[src/verilog/pse_status_mode_pkg.sv]
/*
  Shared constants and types for the channel status and mode register group:
  command codes, field positions, reset values, mode and bus-state encodings,
  timing counts, the write struct passed between the two modules and the off-clear struct.
  Assumes a 50 MHz device clock and four channels per device.
*/
package pse_status_mode_pkg;

  // Geometry
  localparam int          NUM_CH          = 4;
  localparam int          MODE_FIELD_W    = 2;

  // Command codes of the register group
  localparam logic [7:0]  CMD_POWER_STATE = 8'h10;
  localparam logic [7:0]  CMD_STRAP_READ  = 8'h11;
  localparam logic [7:0]  CMD_MODE_SELECT = 8'h12;

  // Reset values
  localparam logic [7:0]  POWER_STATE_RST = 8'h00;
  localparam logic [7:0]  MODE_SELECT_RST = 8'h00;
  localparam logic [7:0]  STRAP_READ_RST  = 8'h00;
  localparam logic [7:0]  READ_UNMAPPED   = 8'h00;

  // Field positions
  localparam int          PG_LSB          = 4;
  localparam int          PE_LSB          = 0;
  localparam int          STRAP_LSB       = 3;
  localparam int          GROUP_BIT       = 2;

  // Target address: two fixed top bits, four straps, group bit
  localparam logic [1:0]  ADDR_TOP_BITS   = 2'h1;
  localparam logic [6:0]  BROADCAST_ADDR  = 7'h7F;

  // Value reloaded into a channel's policing register on entry to off
  localparam logic [7:0]  POLICING_RELOAD = 8'hFF;

  // Timing: off-entry clearing must finish within this time
  localparam int          CLK_PERIOD_NS        = 20;
  localparam int          OFF_CLEAR_MAX_MS     = 5;
  localparam int          OFF_CLEAR_MAX_CYCLES = (OFF_CLEAR_MAX_MS * 1000000) / CLK_PERIOD_NS;

  // Per-channel operating mode
  typedef enum logic [1:0] {
    MODE_OFF    = 2'h0,
    MODE_MANUAL = 2'h1,
    MODE_SEMI   = 2'h2,
    MODE_AUTO   = 2'h3
  } chan_mode_t;

  // Off-entry clear sequencer states
  typedef enum logic [1:0] {
    CLR_IDLE   = 2'h1,
    CLR_STROBE = 2'h2
  } clr_state_t;

  // Serial target states
  typedef enum logic [6:0] {
    ST_IDLE  = 7'h01,
    ST_ADDR  = 7'h02,
    ST_CMD   = 7'h04,
    ST_WDATA = 7'h08,
    ST_ACK   = 7'h10,
    ST_RDATA = 7'h20,
    ST_RACK  = 7'h40
  } i2c_state_t;

  // Register write taken from the serial target
  typedef struct packed {
    logic       stb;
    logic [7:0] cmd;
    logic [7:0] data;
  } reg_write_t;

  // Clear request towards the per-channel registers outside this group
  typedef struct packed {
    logic [NUM_CH-1:0] mask;
    logic [7:0]        policing_value;
  } off_clear_t;

endpackage

[src/verilog/i2c_cmd_target.sv]
/*
  Serial target for command-code register access: address byte, command byte,
  then data bytes written to that command, or a repeated start and read of it.
  Assumes SCL and SDA are already synchronous to i_clk and that SCL is slow
  against the clock (several clocks per level). SDA is open drain.
*/
`timescale 1ns/1ps

module i2c_cmd_target
  import pse_status_mode_pkg::*;
(
  // Clock and reset
  input  wire logic  i_clk,
  input  wire logic  i_reset_n,
  // Serial pins
  input  wire logic  i_scl,
  input  wire logic  i_sda_in,
  output logic       o_sda_out,
  output logic       o_sda_oe,
  // Register side
  input  wire logic [6:0] i_dev_addr,
  input  wire logic [7:0] i_rd_data,
  output logic [7:0] o_rd_cmd,
  output reg_write_t o_wr
);

  i2c_state_t state_r;
  i2c_state_t after_ack_r;
  logic       scl_q_r;
  logic       sda_q_r;
  logic [7:0] shift_r;
  logic [2:0] bit_cnt_r;
  logic       got_byte_r;
  logic       nack_r;
  logic       scl_rise;
  logic       scl_fall;
  logic       start_cond;
  logic       stop_cond;
  logic       addr_hit;
  logic       wr_fire;

  // Previous line levels for edge and start/stop detection
  always_ff @(posedge i_clk or negedge i_reset_n)
    if (!i_reset_n)
    begin
      scl_q_r <= 1'b1;
      sda_q_r <= 1'b1;
    end
    else
    begin
      scl_q_r <= i_scl;
      sda_q_r <= i_sda_in;
    end

  assign scl_rise   = i_scl & ~scl_q_r;
  assign scl_fall   = ~i_scl & scl_q_r;
  assign start_cond = i_scl & scl_q_r & sda_q_r & ~i_sda_in;
  assign stop_cond  = i_scl & scl_q_r & ~sda_q_r & i_sda_in;

  // Own address always; broadcast only for writes, so reads never collide
  assign addr_hit = (shift_r[7:1] == i_dev_addr) ||
                    ((shift_r[7:1] == BROADCAST_ADDR) && !shift_r[0]);
  assign wr_fire  = scl_fall && !start_cond && !stop_cond && (state_r == ST_WDATA) && got_byte_r;

  // Byte engine: shift in on SCL rise, drive SDA on SCL fall
  always_ff @(posedge i_clk or negedge i_reset_n)
    if (!i_reset_n)
    begin
      state_r     <= ST_IDLE;
      after_ack_r <= ST_IDLE;
      shift_r     <= 8'h00;
      bit_cnt_r   <= 3'h0;
      got_byte_r  <= 1'b0;
      nack_r      <= 1'b0;
      o_sda_oe    <= 1'b0;
      o_rd_cmd    <= 8'h00;
    end
    else if (start_cond)
    begin
      state_r    <= ST_ADDR;
      bit_cnt_r  <= 3'h0;
      got_byte_r <= 1'b0;
      o_sda_oe   <= 1'b0;
    end
    else if (stop_cond)
    begin
      state_r  <= ST_IDLE;
      o_sda_oe <= 1'b0;
    end
    else if (scl_rise)
    begin
      case (state_r)
        ST_ADDR, ST_CMD, ST_WDATA:
        begin
          shift_r    <= {shift_r[6:0], i_sda_in};
          bit_cnt_r  <= bit_cnt_r + 3'h1;
          got_byte_r <= (bit_cnt_r == 3'h7);
        end
        ST_RACK: nack_r <= i_sda_in;
        default: ;
      endcase
    end
    else if (scl_fall)
    begin
      case (state_r)
        ST_ADDR:
          if (got_byte_r)
          begin
            got_byte_r  <= 1'b0;
            o_sda_oe    <= addr_hit;
            state_r     <= addr_hit ? ST_ACK : ST_IDLE;
            after_ack_r <= shift_r[0] ? ST_RDATA : ST_CMD;
          end
        ST_CMD:
          if (got_byte_r)
          begin
            got_byte_r  <= 1'b0;
            o_rd_cmd    <= shift_r;
            o_sda_oe    <= 1'b1;
            state_r     <= ST_ACK;
            after_ack_r <= ST_WDATA;
          end
        ST_WDATA:
          if (got_byte_r)
          begin
            got_byte_r  <= 1'b0;
            o_sda_oe    <= 1'b1;
            state_r     <= ST_ACK;
            after_ack_r <= ST_WDATA;
          end
        ST_ACK, ST_RACK:
          if ((state_r == ST_RACK && nack_r) || (state_r == ST_ACK && after_ack_r != ST_RDATA))
          begin
            o_sda_oe  <= 1'b0;
            state_r   <= (state_r == ST_RACK) ? ST_IDLE : after_ack_r;
            bit_cnt_r <= 3'h0;
          end
          else
          begin
            // Read byte sampled here, so it reflects state at the moment of the read
            o_sda_oe  <= ~i_rd_data[7];
            shift_r   <= {i_rd_data[6:0], 1'b1};
            bit_cnt_r <= 3'h1;
            state_r   <= ST_RDATA;
          end
        ST_RDATA:
          if (bit_cnt_r == 3'h0)
          begin
            o_sda_oe <= 1'b0;
            state_r  <= ST_RACK;
          end
          else
          begin
            o_sda_oe  <= ~shift_r[7];
            shift_r   <= {shift_r[6:0], 1'b1};
            bit_cnt_r <= bit_cnt_r + 3'h1;
          end
        default: ;
      endcase
    end

  // One-cycle write strobe as the data byte is acknowledged
  always_ff @(posedge i_clk or negedge i_reset_n)
    if (!i_reset_n)
    begin
      o_wr      <= '0;
      o_sda_out <= 1'b0;
    end
    else
    begin
      o_wr.stb  <= wr_fire;
      o_wr.cmd  <= o_rd_cmd;
      o_wr.data <= shift_r;
      o_sda_out <= 1'b0;  // Open drain: only ever pulls low
    end

endmodule

[src/verilog/pse_channel_status_mode_regs.sv]
/*
  Channel power status, strap readback and operating mode registers for a
  four-channel power sourcing controller, reached over the serial command port.
  Assumes the power stage reports each channel's on state and drain level
  synchronously, and that the registers named in the off-entry clear live
  outside and obey o_off_clear.
*/
`timescale 1ns/1ps

module pse_channel_status_mode_regs
  import pse_status_mode_pkg::*;
#(
  parameter int OFF_CLEAR_LIMIT = OFF_CLEAR_MAX_CYCLES
)
(
  // Clock and reset
  input  wire logic              i_clk,
  input  wire logic              i_reset_n,
  // Serial pins
  input  wire logic              i_scl,
  input  wire logic              i_sda_in,
  output logic                   o_sda_out,
  output logic                   o_sda_oe,
  // Straps, caught once after reset
  input  wire logic [3:0]        i_strap_pins,
  input  wire logic              i_group_select,
  input  wire logic              i_config_b,
  // Power stage status
  input  wire logic [NUM_CH-1:0] i_channel_on,
  input  wire logic [NUM_CH-1:0] i_turn_on_active,
  input  wire logic [NUM_CH-1:0] i_drain_below_pg,
  // Channel control and events
  output logic [7:0]             o_channel_mode,
  output logic [NUM_CH-1:0]      o_channel_active,
  output logic [NUM_CH-1:0]      o_power_good_flags,
  output logic [NUM_CH-1:0]      o_channel_on_flags,
  output logic [NUM_CH-1:0]      o_power_good_change_event,
  output logic [NUM_CH-1:0]      o_power_enable_change_event,
  output logic [NUM_CH-1:0]      o_cooldown_cancel,
  output off_clear_t             o_off_clear
);

  localparam int CLEAR_BOUND = 12;

  reg_write_t        wr;
  logic [7:0]        rd_cmd;
  logic [7:0]        rd_data;
  logic [7:0]        channel_mode_select_r;
  logic [7:0]        channel_power_state_r;
  logic [7:0]        address_strap_readback_r;
  logic              strap_caught_r;
  logic              mode_wr;
  logic [NUM_CH-1:0] off_mask;
  logic [NUM_CH-1:0] off_entry;
  logic [NUM_CH-1:0] cool_cancel;
  logic [NUM_CH-1:0] on_flags_nxt;
  logic [NUM_CH-1:0] pg_flags_nxt;
  logic [NUM_CH-1:0] pending_r;
  logic [NUM_CH-1:0] serve_oh;
  logic [NUM_CH-1:0] taken;
  clr_state_t        clr_state_r;
  logic [31:0]       pending_age_r;

  // Serial command port; address is built from the captured straps
  i2c_cmd_target u_target (
    .i_clk      (i_clk),
    .i_reset_n  (i_reset_n),
    .i_scl      (i_scl),
    .i_sda_in   (i_sda_in),
    .o_sda_out  (o_sda_out),
    .o_sda_oe   (o_sda_oe),
    .i_dev_addr ({ADDR_TOP_BITS, address_strap_readback_r[STRAP_LSB +: 4],
                  address_strap_readback_r[GROUP_BIT]}),
    .i_rd_data  (rd_data),
    .o_rd_cmd   (rd_cmd),
    .o_wr       (wr)
  );

  // Read mux; unmapped commands read zero
  always_comb
  begin
    case (rd_cmd)
      CMD_POWER_STATE: rd_data = channel_power_state_r;
      CMD_STRAP_READ:  rd_data = address_strap_readback_r;
      CMD_MODE_SELECT: rd_data = channel_mode_select_r;
      default:         rd_data = READ_UNMAPPED;
    endcase
  end

  // Only the mode register takes writes; status and strap writes fall away
  assign mode_wr = wr.stb && (wr.cmd == CMD_MODE_SELECT);

  always_ff @(posedge i_clk or negedge i_reset_n)
    if (!i_reset_n)
      channel_mode_select_r <= MODE_SELECT_RST;
    else if (mode_wr)
      channel_mode_select_r <= wr.data;

  // Per-channel mode decode and transition detection
  for (genvar ch = 0; ch < NUM_CH; ch++)
  begin : g_ch
    logic [1:0] old_f;
    logic [1:0] new_f;
    assign old_f           = channel_mode_select_r[ch*MODE_FIELD_W +: MODE_FIELD_W];
    assign new_f           = wr.data[ch*MODE_FIELD_W +: MODE_FIELD_W];
    assign off_mask[ch]    = (old_f == MODE_OFF);
    assign off_entry[ch]   = mode_wr && (old_f != MODE_OFF) && (new_f == MODE_OFF);
    assign cool_cancel[ch] = mode_wr && (old_f == MODE_SEMI) &&
                             ((new_f == MODE_MANUAL) || (new_f == MODE_OFF));
  end

  // Straps are sampled on the first edge after reset release, never at reset
  always_ff @(posedge i_clk or negedge i_reset_n)
    if (!i_reset_n)
    begin
      address_strap_readback_r <= STRAP_READ_RST;
      strap_caught_r           <= 1'b0;
    end
    else if (!strap_caught_r)
    begin
      strap_caught_r           <= 1'b1;
      address_strap_readback_r <= {1'b0, i_strap_pins,
                                   i_group_select & ~i_config_b, 2'h0};
    end

  // Flags: on follows the stage but is forced off by off mode; power-good latches
  assign on_flags_nxt = i_channel_on & ~off_mask;
  assign pg_flags_nxt = on_flags_nxt &
                        (channel_power_state_r[PG_LSB +: NUM_CH] |
                         (i_turn_on_active & i_drain_below_pg));

  always_ff @(posedge i_clk or negedge i_reset_n)
    if (!i_reset_n)
      channel_power_state_r <= POWER_STATE_RST;
    else
      channel_power_state_r <= {pg_flags_nxt, on_flags_nxt};

  assign o_power_good_flags = channel_power_state_r[PG_LSB +: NUM_CH];
  assign o_channel_on_flags = channel_power_state_r[PE_LSB +: NUM_CH];

  // Falling-edge events, one-cycle pulses for the power event register
  always_ff @(posedge i_clk or negedge i_reset_n)
    if (!i_reset_n)
    begin
      o_power_good_change_event   <= '0;
      o_power_enable_change_event <= '0;
    end
    else
    begin
      o_power_good_change_event   <= channel_power_state_r[PG_LSB +: NUM_CH] & ~pg_flags_nxt;
      o_power_enable_change_event <= channel_power_state_r[PE_LSB +: NUM_CH] & ~on_flags_nxt;
    end

  // Mode mirror, activity gate and cooldown cancel pulses
  always_ff @(posedge i_clk or negedge i_reset_n)
    if (!i_reset_n)
    begin
      o_channel_mode    <= MODE_SELECT_RST;
      o_channel_active  <= '0;
      o_cooldown_cancel <= '0;
    end
    else
    begin
      o_channel_mode    <= channel_mode_select_r;
      o_channel_active  <= ~off_mask;
      o_cooldown_cancel <= cool_cancel;
    end

  // Pending clears; a new entry wins over the service of the same channel
  assign serve_oh = pending_r & (~pending_r + 4'h1);
  assign taken    = (clr_state_r == CLR_IDLE) ? serve_oh : '0;

  always_ff @(posedge i_clk or negedge i_reset_n)
    if (!i_reset_n)
      pending_r <= '0;
    else
      pending_r <= (pending_r & ~taken) | off_entry;

  // One channel per strobe, so the outside logic never sees two at once
  always_ff @(posedge i_clk or negedge i_reset_n)
    if (!i_reset_n)
    begin
      clr_state_r <= CLR_IDLE;
      o_off_clear <= '0;
    end
    else
    begin
      case (clr_state_r)
        CLR_IDLE:
          if (|pending_r)
          begin
            o_off_clear.mask           <= serve_oh;
            o_off_clear.policing_value <= POLICING_RELOAD;
            clr_state_r                <= CLR_STROBE;
          end
        CLR_STROBE:
        begin
          o_off_clear <= '0;
          clr_state_r <= CLR_IDLE;
        end
        default:
        begin
          o_off_clear <= '0;
          clr_state_r <= CLR_IDLE;
        end
      endcase
    end

  // Age of outstanding clears, checked against the completion limit
  always_ff @(posedge i_clk or negedge i_reset_n)
    if (!i_reset_n)
      pending_age_r <= 32'h0000_0000;
    else if (|pending_r)
      pending_age_r <= pending_age_r + 32'h0000_0001;
    else
      pending_age_r <= 32'h0000_0000;

  for (genvar ch = 0; ch < NUM_CH; ch++)
  begin : g_chk

  end
endmodule

[config.mk]
export PLATFORM = sky130hd
export DESIGN_NAME = pse_channel_status_mode_regs
export DESIGN_NICKNAME = d
export VERILOG_FILES = /design/src/verilog/pse_status_mode_pkg.sv /design/src/verilog/i2c_cmd_target.sv /design/src/verilog/pse_channel_status_mode_regs.sv
export SDC_FILE = /design/constraint.sdc
export NUM_CORES = 1
export LEC_CHECK = 0
export ABC_AREA = 1
export BUFFER_PORTS_ARGS = -buffer_cell sky130_fd_sc_hd__buf_2
export CORE_UTILIZATION = 32
export CTS_BUF_LIST = sky130_fd_sc_hd__clkbuf_4
export DETAILED_ROUTE_END_ITERATION = 8
export MAX_ROUTING_LAYER = met4
export SLEW_MARGIN = 20
export SYNTH_ARGS = -nofsm -noshare
export SYNTH_HDL_FRONTEND = slang
export SYNTH_HIERARCHICAL = 1
export SYNTH_SLANG_ARGS = --single-unit
[constraint.sdc]
create_clock -name i_clk -period 4.5 [get_ports i_clk]
set_clock_uncertainty 0.1 [all_clocks]
set_input_delay 0.45 -clock i_clk [delete_from_list [all_inputs] [get_ports i_clk]]
set_output_delay 0.45 -clock i_clk [all_outputs]
set_load 0.05 [all_outputs]
== Word level (Yosys, flattened, before mapping) ==
Index checks and enable logic that the tools add are counted.
Storage, ports and cells
  output and inout port bits: 46
  register bits: 119
  word-level logic and storage cells: 212
Operators by class
  multiplexer cells: 50
  add/sub/neg operators: 2
  reductions and logical operators: 65
  bitwise logic cells: 32
  eq/ne operators: 37
Operator list (number)
  $mux W7: 11
  $mux W8: 5
  $eq A8 B5 Y1 const B: 4
  $and A4 B4 Y4: 7
  $pmux W7 S4: 1
  $logic_and A1 B1 Y1: 24
  $mux W12: 2
  $pmux W8 S3: 1
  $not A4 Y4: 5
  $mux W3: 6
  $logic_not A2 Y1: 8
  $pmux W8 S2: 1
  $mux W1: 15
  $eq A7 B7 Y1 const B: 2
  $pmux W7 S2: 1
  $reduce_and A7 Y1: 2
  $ne A4 B1 Y1 const B: 3
  $reduce_and A6 Y1: 2
  $reduce_bool A2 Y1: 6
  $eq A2 B1 Y1 const B: 5
  $not A1 Y1: 10
  $reduce_and A5 Y1: 2
  $ne A3 B3 Y1 const B: 3
  $reduce_bool A3 Y1: 3
  other kinds (32): 57

== Longest topological paths before layout ==
Gate-level depths: netlist (run 1).
  depth after elaboration: 10
  depth in mapped cells: 13
  depth with buffers taken out: 12

== Hierarchy ==
Netlist (run 1), hierarchy kept.
By module, submodules not included
  i2c_cmd_target: cells an instance 327, area an instance 2712.6 µm², instances 1, sequential area each 1306.3 µm²
  pse_channel_status_mode_regs: cells an instance 252, area an instance 2329.7 µm², instances 1, sequential area each 1402.6 µm²

== Least setup slack after synthesis (run 1) ==
Ideal clock, no wire load.
  kind: register to register
  start: register u_target.scl_q_r
  end: register u_target.state_r[6]
  cell stages (with the launch flop): 12
  setup time: 121 ps
  slack: 2634 ps
  data required time: 4279 ps
  period minus slack after synthesis: 1866 ps
  arrival: 1645 ps
  cell sequence: dfstp_2 > ha_1 > inv_1 > nor2_2 > nand2_1 > nand2_1 > o21ai_0 > nor2_1 > nand2_2 > buf_6 > nand2_1 > o21ai_1
Between the ends
  cells in the longest elaborated chain, start to end: 5
  elaborated cells on any way between the ends: 17
  those cells by class: eq/ne (4); mux (2); bitwise (8); reduce/logical (3)
RTL lines
  from (decl): line i2c_cmd_target.sv:29  | logic scl_q_r;
  from (signal assigned): line i2c_cmd_target.sv:51  | scl_q_r <= i_scl;
  $and A1 B1 Y1: line i2c_cmd_target.sv:57, i2c_cmd_target.sv:58
  $and A1 B1 Y1 (on tied branches) (2 in series): line i2c_cmd_target.sv:58, i2c_cmd_target.sv:57
  $ne A4 B1 Y1 (no line), or another cell as far along
  $reduce_and A6 Y1 (no line) or $mux W7 (tied branches)
  to (signal assigned): line i2c_cmd_target.sv:111  | state_r <= addr_hit ? ST_ACK : ST_IDLE;
  to (signal assigned): line i2c_cmd_target.sv:135  | state_r <= (state_r == ST_RACK) ? ST_IDLE : after_ack_r;
  to (decl): line i2c_cmd_target.sv:27  | i2c_state_t state_r;
Parallel ways exist; a longest one is shown, timed or not.
A chain may end at the register's enable or synchronous reset.

== Final worst setup path (run 1) ==
  start: input port i_scl
  end: register u_target.state_r[3]
Between the ends
  cells in the longest elaborated chain, start to end: 5
  elaborated cells on any way between the ends: 17
  those cells by class: eq/ne (4); mux (2); bitwise (8); reduce/logical (3)
RTL lines
  from (decl): line pse_channel_status_mode_regs.sv:20  | input wire logic i_scl,
  $and A1 B1 Y1: line i2c_cmd_target.sv:57, i2c_cmd_target.sv:58
  $and A1 B1 Y1 (on tied branches) (2 in series): line i2c_cmd_target.sv:58, i2c_cmd_target.sv:57
  $ne A4 B1 Y1 (no line), or another cell as far along
  $reduce_and A6 Y1 (no line) or $mux W7 (tied branches)
Parallel ways exist; a longest one is shown, timed or not.

==> results of run 1 <==
how the worst max path moves through the flow:
stage	startpoint	slack (ps)	to
floorplan	u_target/scl_q_r	2630	u_target/state_r[6]
global placement	i_scl	2420	u_target/shift_r[0]
detailed placement	i_scl	2360	u_target/state_r[3]
CTS	i_scl	2370	u_target/shift_r[3]
global route	i_scl	2130	u_target/state_r[3]
finish	i_scl	2320	u_target/state_r[3]
repair_timing:
| item | CTS | global route |
|---|---|---|
| hold buffers | 3 | 0 |
| endpoints found under the hold margin | 20 | 0 |
| setup endpoints to repair | 0 | 0 |
| gates resized for setup | 0 | 0 |
layout make-up:
type	count	area, µm²	area share
Clock buffer	9	67.56	0.01187
Clock inverter	7	67.56	0.01187
Inverter	81	304.0	0.05342
Multi-Input combinational cell	376	1909	0.3355
Sequential cell	108	2709	0.4759
Tap cell	211	264.0	0.04638
Timing Repair Buffer	70	370.4	0.06507
layout by cell type, fill, tap and decap left out, drive strengths merged, types with 3 or more instances in the layout:
cell         Yosys  layout
o21ai           35      35
buf             14      67
dfstp            5       5
nor3             6       6
nor2            69      69
dfrtp          103     103
nand2          162     162
xnor2            5       5
nand3           61      61
inv             81      84
a21oi           10      10
ha               6       6
nand4            8       8
clkbuf           1       9
conb             3       4
dlygate4sd3      0       3
metal layers:
layer,vias to the layer above,track usage,share of wire
li1,1936,-,-
met5,-,-,0
met4,0,0.03922,0.013
met1,1742,0.1890,0.50
met3,12,0.03266,0.032
met2,72,0.2157,0.45
metrics by stage:
| step | instances | hold slack (ps) | util | setup WS, ps | instance area (µm²) |
|---|---|---|---|---|---|
| after floorplan | 580 | 54.41 | - | 2634 | 5046 |
| after global placement | 843 | 282.4 | 0.3609 | 2419 | 5527 |
| after detailed placement | 843 | 283.5 | 0.3609 | 2360 | 5527 |
| after CTS | 862 | 21.79 | 0.3717 | 2365 | 5692 |
| after global routing | 862 | 32.34 | 0.3717 | 2134 | 5692 |
| final | 862 | 64.84 | 0.3717 | 2316 | 5692 |
where the power goes:
group / internal [µW] / switching (µW)
sequential: 1020 / 56.2
combinational: 88.2 / 187
clock: 127 / 347
total: 1240 / 590
critical path, stage by stage:
cell                            delay, ps
sky130_fd_sc_hd__dlygate4sd3_1        520
sky130_fd_sc_hd__buf_2                130
sky130_fd_sc_hd__ha_1                 170
sky130_fd_sc_hd__nand2_1               60
sky130_fd_sc_hd__nor2_2               210
sky130_fd_sc_hd__inv_2                150
sky130_fd_sc_hd__nand2_1              180
sky130_fd_sc_hd__o21ai_0              120
sky130_fd_sc_hd__nor2_1               130
sky130_fd_sc_hd__nand2_2              160
sky130_fd_sc_hd__inv_1                110
sky130_fd_sc_hd__nand2_1               50
sky130_fd_sc_hd__nand2_1               60
registers in the layout (all words and copies together), names as in the netlist, 3 cells and up:
signal / flops
address_strap_readback_r: 5
o_cooldown_cancel: 4
o_power_good_change_event: 4
u_target/bit_cnt_r: 3
o_off_clear: 5
u_target/state_r: 7
u_target/o_rd_cmd: 8
pending_r: 4
u_target/o_wr: 17
channel_mode_select_r: 8
o_channel_mode: 8
o_channel_active: 4
o_power_enable_change_event: 4
channel_power_state_r: 8
u_target/after_ack_r: 4
u_target/shift_r: 8
kinds of logic after synthesis:
logic type / synth area share
adders and majority gates: 0.01489
xor gates and xnor gates: 0.01042
and+or+nand+nor: 0.2898
DFF: 0.5372
other: 0.002233
buffers and inverters: 0.08486
AOI/OAI and AO/OA: 0.06055
==> impl_metrics.prom, run 1 <==
# TYPE chip_impl_metric gauge
chip_impl_metric{name="power-per-cell-area",unit="mW/mm²"} 321.0
chip_impl_metric{name="post-route-period-util",unit=""} 0.4853
chip_impl_info{name="yosys.cell_count.top_type",value="sky130_fd_sc_hd__nand2_1"} 1
chip_impl_metric{name="layout-area-overhead-vs-synth",unit="%"} 12.88
chip_impl_metric{name="worstPathMaxFanout",unit=""} 12
chip_impl_info{name="run_status",value="finished, final reports clean"} 1
chip_impl_metric{name="drtPass1Iterations",unit=""} 5
chip_impl_metric{name="tightestPinTransition",unit="ps"} 925.7
chip_impl_metric{name="cts_buffers",unit=""} 9
chip_impl_info{name="rsz_0062_raised_after_global_routing",value="false"} 1
chip_impl_info{name="regToRegStartpoint",value="u_target/scl_q_r"} 1
chip_impl_metric{name="wl_per_cell",unit="µm"} 11.97
chip_impl_metric{name="layout_cell_share_with_drive_strength_beyond_1",unit=""} 0.2151
chip_impl_metric{name="worstPathRequired",unit="ps"} 4830
chip_impl_info{name="critPathLaunchType",value="input port"} 1
chip_impl_metric{name="port_buffers",unit=""} 66
chip_impl_info{name="holdCritPathClass",value="in2reg"} 1
chip_impl_metric{name="timing.final.hold_violations",unit=""} 0
chip_impl_metric{name="finalMaxSlewViolations",unit=""} 0
chip_impl_metric{name="yosysWarnings",unit=""} 6
chip_impl_metric{name="clk_transition_reported_paths",unit="ps"} 160
chip_impl_metric{name="post_synth_instance_area",unit="mm²"} 0.005042
chip_impl_metric{name="vdd.ir_drop.worst",unit="V"} 0.0001457
chip_impl_metric{name="globalRouteTotalUtil",unit=""} 0.1417
chip_impl_metric{name="floorplan.core_area",unit="mm²"} 0.01531
chip_impl_metric{name="grt_start_max_net_pins",unit=""} 76
chip_impl_metric{name="worst-r2r-setup-slack",unit="ps"} 2370
chip_impl_metric{name="final.min_clock_period",unit="ps"} 2184
chip_impl_metric{name="worst_skew_pair.late_latency",unit="ps"} 480
chip_impl_metric{name="timing.max_cap.violations",unit=""} 0
chip_impl_metric{name="p_leak",unit="µW"} 0.002995
chip_impl_metric{name="synth_cell_types",unit=""} 37
chip_impl_metric{name="globalRoute.totalOverflow",unit=""} 0
chip_impl_metric{name="timing.setup.tns",unit="ps"} 0
chip_impl_metric{name="place.gp.congestion",unit=""} 0.8683
chip_impl_info{name="clockRootBuffer",value="sky130_fd_sc_hd__clkbuf_4"} 1
chip_impl_metric{name="vias_per_cell",unit=""} 4.364
chip_impl_metric{name="count_of_flip_flops_with_a_built_in_enable_after_synthesis",unit=""} 0
chip_impl_metric{name="hpwl",unit="mm"} 7.848
chip_impl_info{name="r2r_end",value="u_target/state_r[3]"} 1
chip_impl_info{name="synth_commonest_cells",value="sky130_fd_sc_hd__nand2_1, sky130_fd_sc_hd__dfrtp_1, sky130_fd_sc_hd__inv_1, sky130_fd_sc_hd__nor2_1, sky130_fd_sc_hd__nand3_1"} 1
chip_impl_metric{name="register_area_share_after_synthesis",unit=""} 0.5372
chip_impl_metric{name="fin_nets",unit=""} 674
chip_impl_metric{name="yosys_register_bits",unit=""} 108
chip_impl_metric{name="finalSetupViolCount",unit=""} 0
chip_impl_metric{name="diodes",unit=""} 0
chip_impl_metric{name="wirelength",unit="mm"} 10.32
chip_impl_metric{name="route.antenna.remaining_nets",unit=""} 0
chip_impl_metric{name="synthesis.instances",unit=""} 579
chip_impl_metric{name="number_of_antenna_violations_at_the_first_check_in_global_routing",unit=""} 0
chip_impl_metric{name="clock_tree.buffer_depth",unit=""} 2
chip_impl_info{name="synth_top_cell_by_area",value="sky130_fd_sc_hd__dfrtp_1"} 1
chip_impl_metric{name="fmax",unit="MHz"} 457.9
chip_impl_metric{name="first_global_vias",unit=""} 3434
chip_impl_metric{name="vias",unit=""} 3762
chip_impl_metric{name="remaining_drc_errors",unit=""} 0
chip_impl_info{name="ys_dominant_reg_cell",value="sky130_fd_sc_hd__dfrtp_1"} 1
chip_impl_metric{name="initial_core_util",unit=""} 0.3292
chip_impl_info{name="crit_path_end_kind",value="flop"} 1
chip_impl_metric{name="fin_total_pwr",unit="µW"} 1827
chip_impl_metric{name="fp-row-count",unit=""} 45
chip_impl_metric{name="drt_first_iter_violations",unit=""} 234
chip_impl_info{name="critPathKind",value="in2reg"} 1
chip_impl_metric{name="design.portCount",unit=""} 68
chip_impl_metric{name="timing.critical_path.arrival",unit="ps"} 2510
chip_impl_metric{name="clock_sink_count",unit=""} 108
chip_impl_info{name="holdPathEnd",value="address_strap_readback_r[4]"} 1
chip_impl_info{name="tritoncts",value="yes"} 1
chip_impl_info{name="hp-start",value="i_strap_pins[1]"} 1
chip_impl_metric{name="nFillCells",unit=""} 1607
chip_impl_metric{name="die-area",unit="mm²"} 0.01626
chip_impl_metric{name="synthDominantCellAreaShare",unit=""} 0.5112
chip_impl_metric{name="ctsHtreeMaxLevel",unit=""} 3
chip_impl_metric{name="die_h",unit="µm"} 127.5
chip_impl_metric{name="slew-limit-headroom",unit=""} 0.3829
chip_impl_metric{name="worst-r2r-cell-count",unit=""} 11
chip_impl_metric{name="die-width",unit="µm"} 127.5
chip_impl_info{name="synthTopCellsByArea",value="sky130_fd_sc_hd__dfrtp_1, sky130_fd_sc_hd__nand2_1, sky130_fd_sc_hd__nand3_1, sky130_fd_sc_hd__inv_1, sky130_fd_sc_hd__nor2_1"} 1
chip_impl_metric{name="grt_first_pass_wirelength",unit="mm"} 17.35
chip_impl_metric{name="postSynth.asyncResetShare",unit=""} 1.000
chip_impl_metric{name="avgSynthCellArea",unit="µm²"} 8.709
chip_impl_metric{name="hold-path-cell-count",unit=""} 3
chip_impl_metric{name="post_cts_buffers",unit=""} 0
Note: power is estimated with default switching activity, not from simulation.
==> inputs of run 2 (changes only) <==
clock period = 1.9 ns   (was 4.5 ns; I/O delays follow)
==> run 2 against run 1 <==
Net effect: the run now ends with setup timing left; count of clock-buffer cells in the layout rose by 1; critical path type is now reg2reg; wire length up 11%; hold slack got worse by 8.5 ps; power rose to 2.5 times the previous value; setup slack worse by 2300 ps; cell area up 11%; final cell count is 5.9% higher; first-iteration DRC count up 44%; critical path depth down 1; register-to-register slack got worse by 2400 ps.
==> impl_metrics.prom, run 2 (synthesized netlist as in run 1, its figures left out) <==
# TYPE chip_impl_metric gauge
chip_impl_info{name="mostFrequentLayoutCell",value="sky130_fd_sc_hd__nand2_1"} 1
chip_impl_metric{name="die-area",unit="mm²"} 0.01626
chip_impl_info{name="failed_checks",value="setup timing"} 1
chip_impl_info{name="commonest_non_fill_non_tap_cells_in_the_layout",value="sky130_fd_sc_hd__nand2_1, sky130_fd_sc_hd__dfrtp_1, sky130_fd_sc_hd__inv_1, sky130_fd_sc_hd__buf_2, sky130_fd_sc_hd__nand3_1"} 1
chip_impl_metric{name="remaining_drc_errors",unit=""} 0
chip_impl_info{name="holdCritPathClass",value="in2async"} 1
chip_impl_metric{name="power-per-cell-area",unit="mW/mm²"} 735.3
chip_impl_metric{name="fmax",unit="MHz"} 518.1
chip_impl_metric{name="fp-row-count",unit=""} 45
chip_impl_metric{name="vias_per_cell",unit=""} 4.375
chip_impl_metric{name="vdd.ir_drop.worst",unit="V"} 0.0003034
chip_impl_metric{name="design.portCount",unit=""} 68
chip_impl_metric{name="pre_cts_ws",unit="ps"} -7.400
chip_impl_metric{name="floorplan.core_area",unit="mm²"} 0.01531
chip_impl_metric{name="diodes",unit=""} 0
chip_impl_metric{name="timing.setup.tns",unit="ps"} -75.91
chip_impl_metric{name="die_h",unit="µm"} 127.5
chip_impl_metric{name="layout_cell_share_with_drive_strength_beyond_1",unit=""} 0.2821
chip_impl_metric{name="timing.max_cap.violations",unit=""} 0
chip_impl_metric{name="globalRouteTotalUtil",unit=""} 0.1516
chip_impl_metric{name="drtPass1Iterations",unit=""} 4
chip_impl_metric{name="fin_nets",unit=""} 725
chip_impl_metric{name="number_of_antenna_violations_at_the_first_check_in_global_routing",unit=""} 0
chip_impl_metric{name="globalRoute.totalOverflow",unit=""} 0
chip_impl_metric{name="worst_skew_pair.late_latency",unit="ps"} 490
chip_impl_metric{name="vias",unit=""} 3994
chip_impl_metric{name="first_global_vias",unit=""} 3719
chip_impl_metric{name="p_leak",unit="µW"} 0.003276
chip_impl_metric{name="holdWs",unit="ps"} 56.35
chip_impl_info{name="crit_path_end_kind",value="flop"} 1
chip_impl_metric{name="wl_per_cell",unit="µm"} 12.52
chip_impl_metric{name="port_buffers",unit=""} 66
chip_impl_metric{name="clock_tree.buffer_depth",unit=""} 2
chip_impl_info{name="tritoncts",value="yes"} 1
chip_impl_metric{name="largest_reg_flops",unit=""} 17
chip_impl_metric{name="wirelength",unit="mm"} 11.43
chip_impl_info{name="critPathLaunchType",value="flop"} 1
chip_impl_metric{name="initial_core_util",unit=""} 0.3292
chip_impl_metric{name="worstPathMaxFanout",unit=""} 6
chip_impl_metric{name="cts_buffers",unit=""} 9
chip_impl_metric{name="finalMaxSlewViolations",unit=""} 0
chip_impl_metric{name="post-route-period-util",unit=""} 1.016
chip_impl_metric{name="grt_first_pass_wirelength",unit="mm"} 18.52
chip_impl_metric{name="grt_start_max_net_pins",unit=""} 29
chip_impl_metric{name="place.gp.congestion",unit=""} 0.8759
chip_impl_metric{name="clk_transition_reported_paths",unit="ps"} 180
chip_impl_metric{name="die-width",unit="µm"} 127.5
chip_impl_metric{name="timing.critical_path.arrival",unit="ps"} 2230
chip_impl_metric{name="layout-area-overhead-vs-synth",unit="%"} 24.96
chip_impl_info{name="max_flop_register",value="u_target/o_wr"} 1
chip_impl_info{name="clockRootBuffer",value="sky130_fd_sc_hd__clkbuf_4"} 1
chip_impl_metric{name="finalSetupViolCount",unit=""} 6
chip_impl_metric{name="ctsHtreeMaxLevel",unit=""} 3
chip_impl_metric{name="final.min_clock_period",unit="ps"} 1930
chip_impl_info{name="run_status",value="finished with violations"} 1
chip_impl_metric{name="timing.final.hold_violations",unit=""} 0
chip_impl_metric{name="route.antenna.remaining_nets",unit=""} 0
chip_impl_info{name="rsz_0062_raised_after_global_routing",value="true"} 1
chip_impl_metric{name="clock_sink_count",unit=""} 108
chip_impl_metric{name="hpwl",unit="mm"} 8.365
chip_impl_metric{name="nFillCells",unit=""} 1574
chip_impl_metric{name="worstPathRequired",unit="ps"} 2200
chip_impl_metric{name="fin_ws",unit="ps"} -30.08
chip_impl_metric{name="drt_first_iter_violations",unit=""} 337
chip_impl_info{name="critPathKind",value="reg2reg"} 1
[run 2: power breakdown]
part	leakage, µW	switching [µW]	total, µW	internal (µW)
logic	0.00175	552	896	343
registers	0.00146	135	2560	2420
clock network	0.0000704	768	1180	414
[run 2: critical path, stage by stage (launching register included)]
cell                      delay [ps]
sky130_fd_sc_hd__dfstp_2         610
sky130_fd_sc_hd__ha_4            160
sky130_fd_sc_hd__inv_1            40
sky130_fd_sc_hd__nor2_2          100
sky130_fd_sc_hd__buf_4           130
sky130_fd_sc_hd__a21oi_4          50
sky130_fd_sc_hd__nand3_1          90
sky130_fd_sc_hd__nand2_1          50
sky130_fd_sc_hd__nor2_1          150
sky130_fd_sc_hd__buf_4           170
sky130_fd_sc_hd__nand2_8          70
sky130_fd_sc_hd__nand2_2          50
sky130_fd_sc_hd__nand2_1          50
[run 2: layout make-up]
cell class,instances,area (µm²),area share
clock buffer,10,75.07,0.01191
clock inverter,6,62.56,0.009929
inverter,81,309.0,0.04905
multi-input combinational,378,2057,0.3264
sequential,108,2709,0.4299
tap,211,264.0,0.04190
timing repair buffer,119,824.5,0.1309
[run 2: per-stage QoR]
step	instance area, µm²	util	cells	total power [µW]
2_1_floorplan	5046	-	580	3041
3_3_place_gp	5729	0.3741	865	3298
6_report	6301	0.4114	913	4633
3_5_place_dp	5729	0.3741	865	3303
4_1_cts	6070	0.3963	900	4519
5_1_grt	6301	0.4114	913	4888
[run 2: final timing paths]
| check | from | endpoint | slack (ps) | depth (start not counted) |
|---|---|---|---|---|
| hold / removal | i_reset_n | u_target/o_rd_cmd[4] | 60 | 2 |
| min in group i_clk | i_scl | u_target/scl_q_r | 280 | 2 |
| setup / recovery | u_target/scl_q_r | u_target/state_r[2] | -30 | 12 |
| max in group asynchronous | i_reset_n | u_target/state_r[0] | 1080 | 3 |
| hold reg to reg | u_target/o_rd_cmd[3] | u_target/o_wr[11] | 330 | 0 |
| setup reg to reg | u_target/scl_q_r | u_target/state_r[2] | -30 | 12 |
[run 2: per-layer routing]
layer	GRT usage	routed length [µm]	share of wire
met1	0.1980	5364	0.47
met2	0.2398	5421	0.47
met3	0.02596	518	0.045
met4	0.04832	123	0.011
met5	-	0	0
[run 2: repair_timing]
item / CTS / global route
pin swaps: 2 / 13
setup buffers: 0 / 12
hold buffers: 18 / 0
hold endpoints to repair: 127 / 0
gates resized for setup: 3 / 40
endpoints found under the setup margin: 9 / 31
gates cloned: 1 / 1
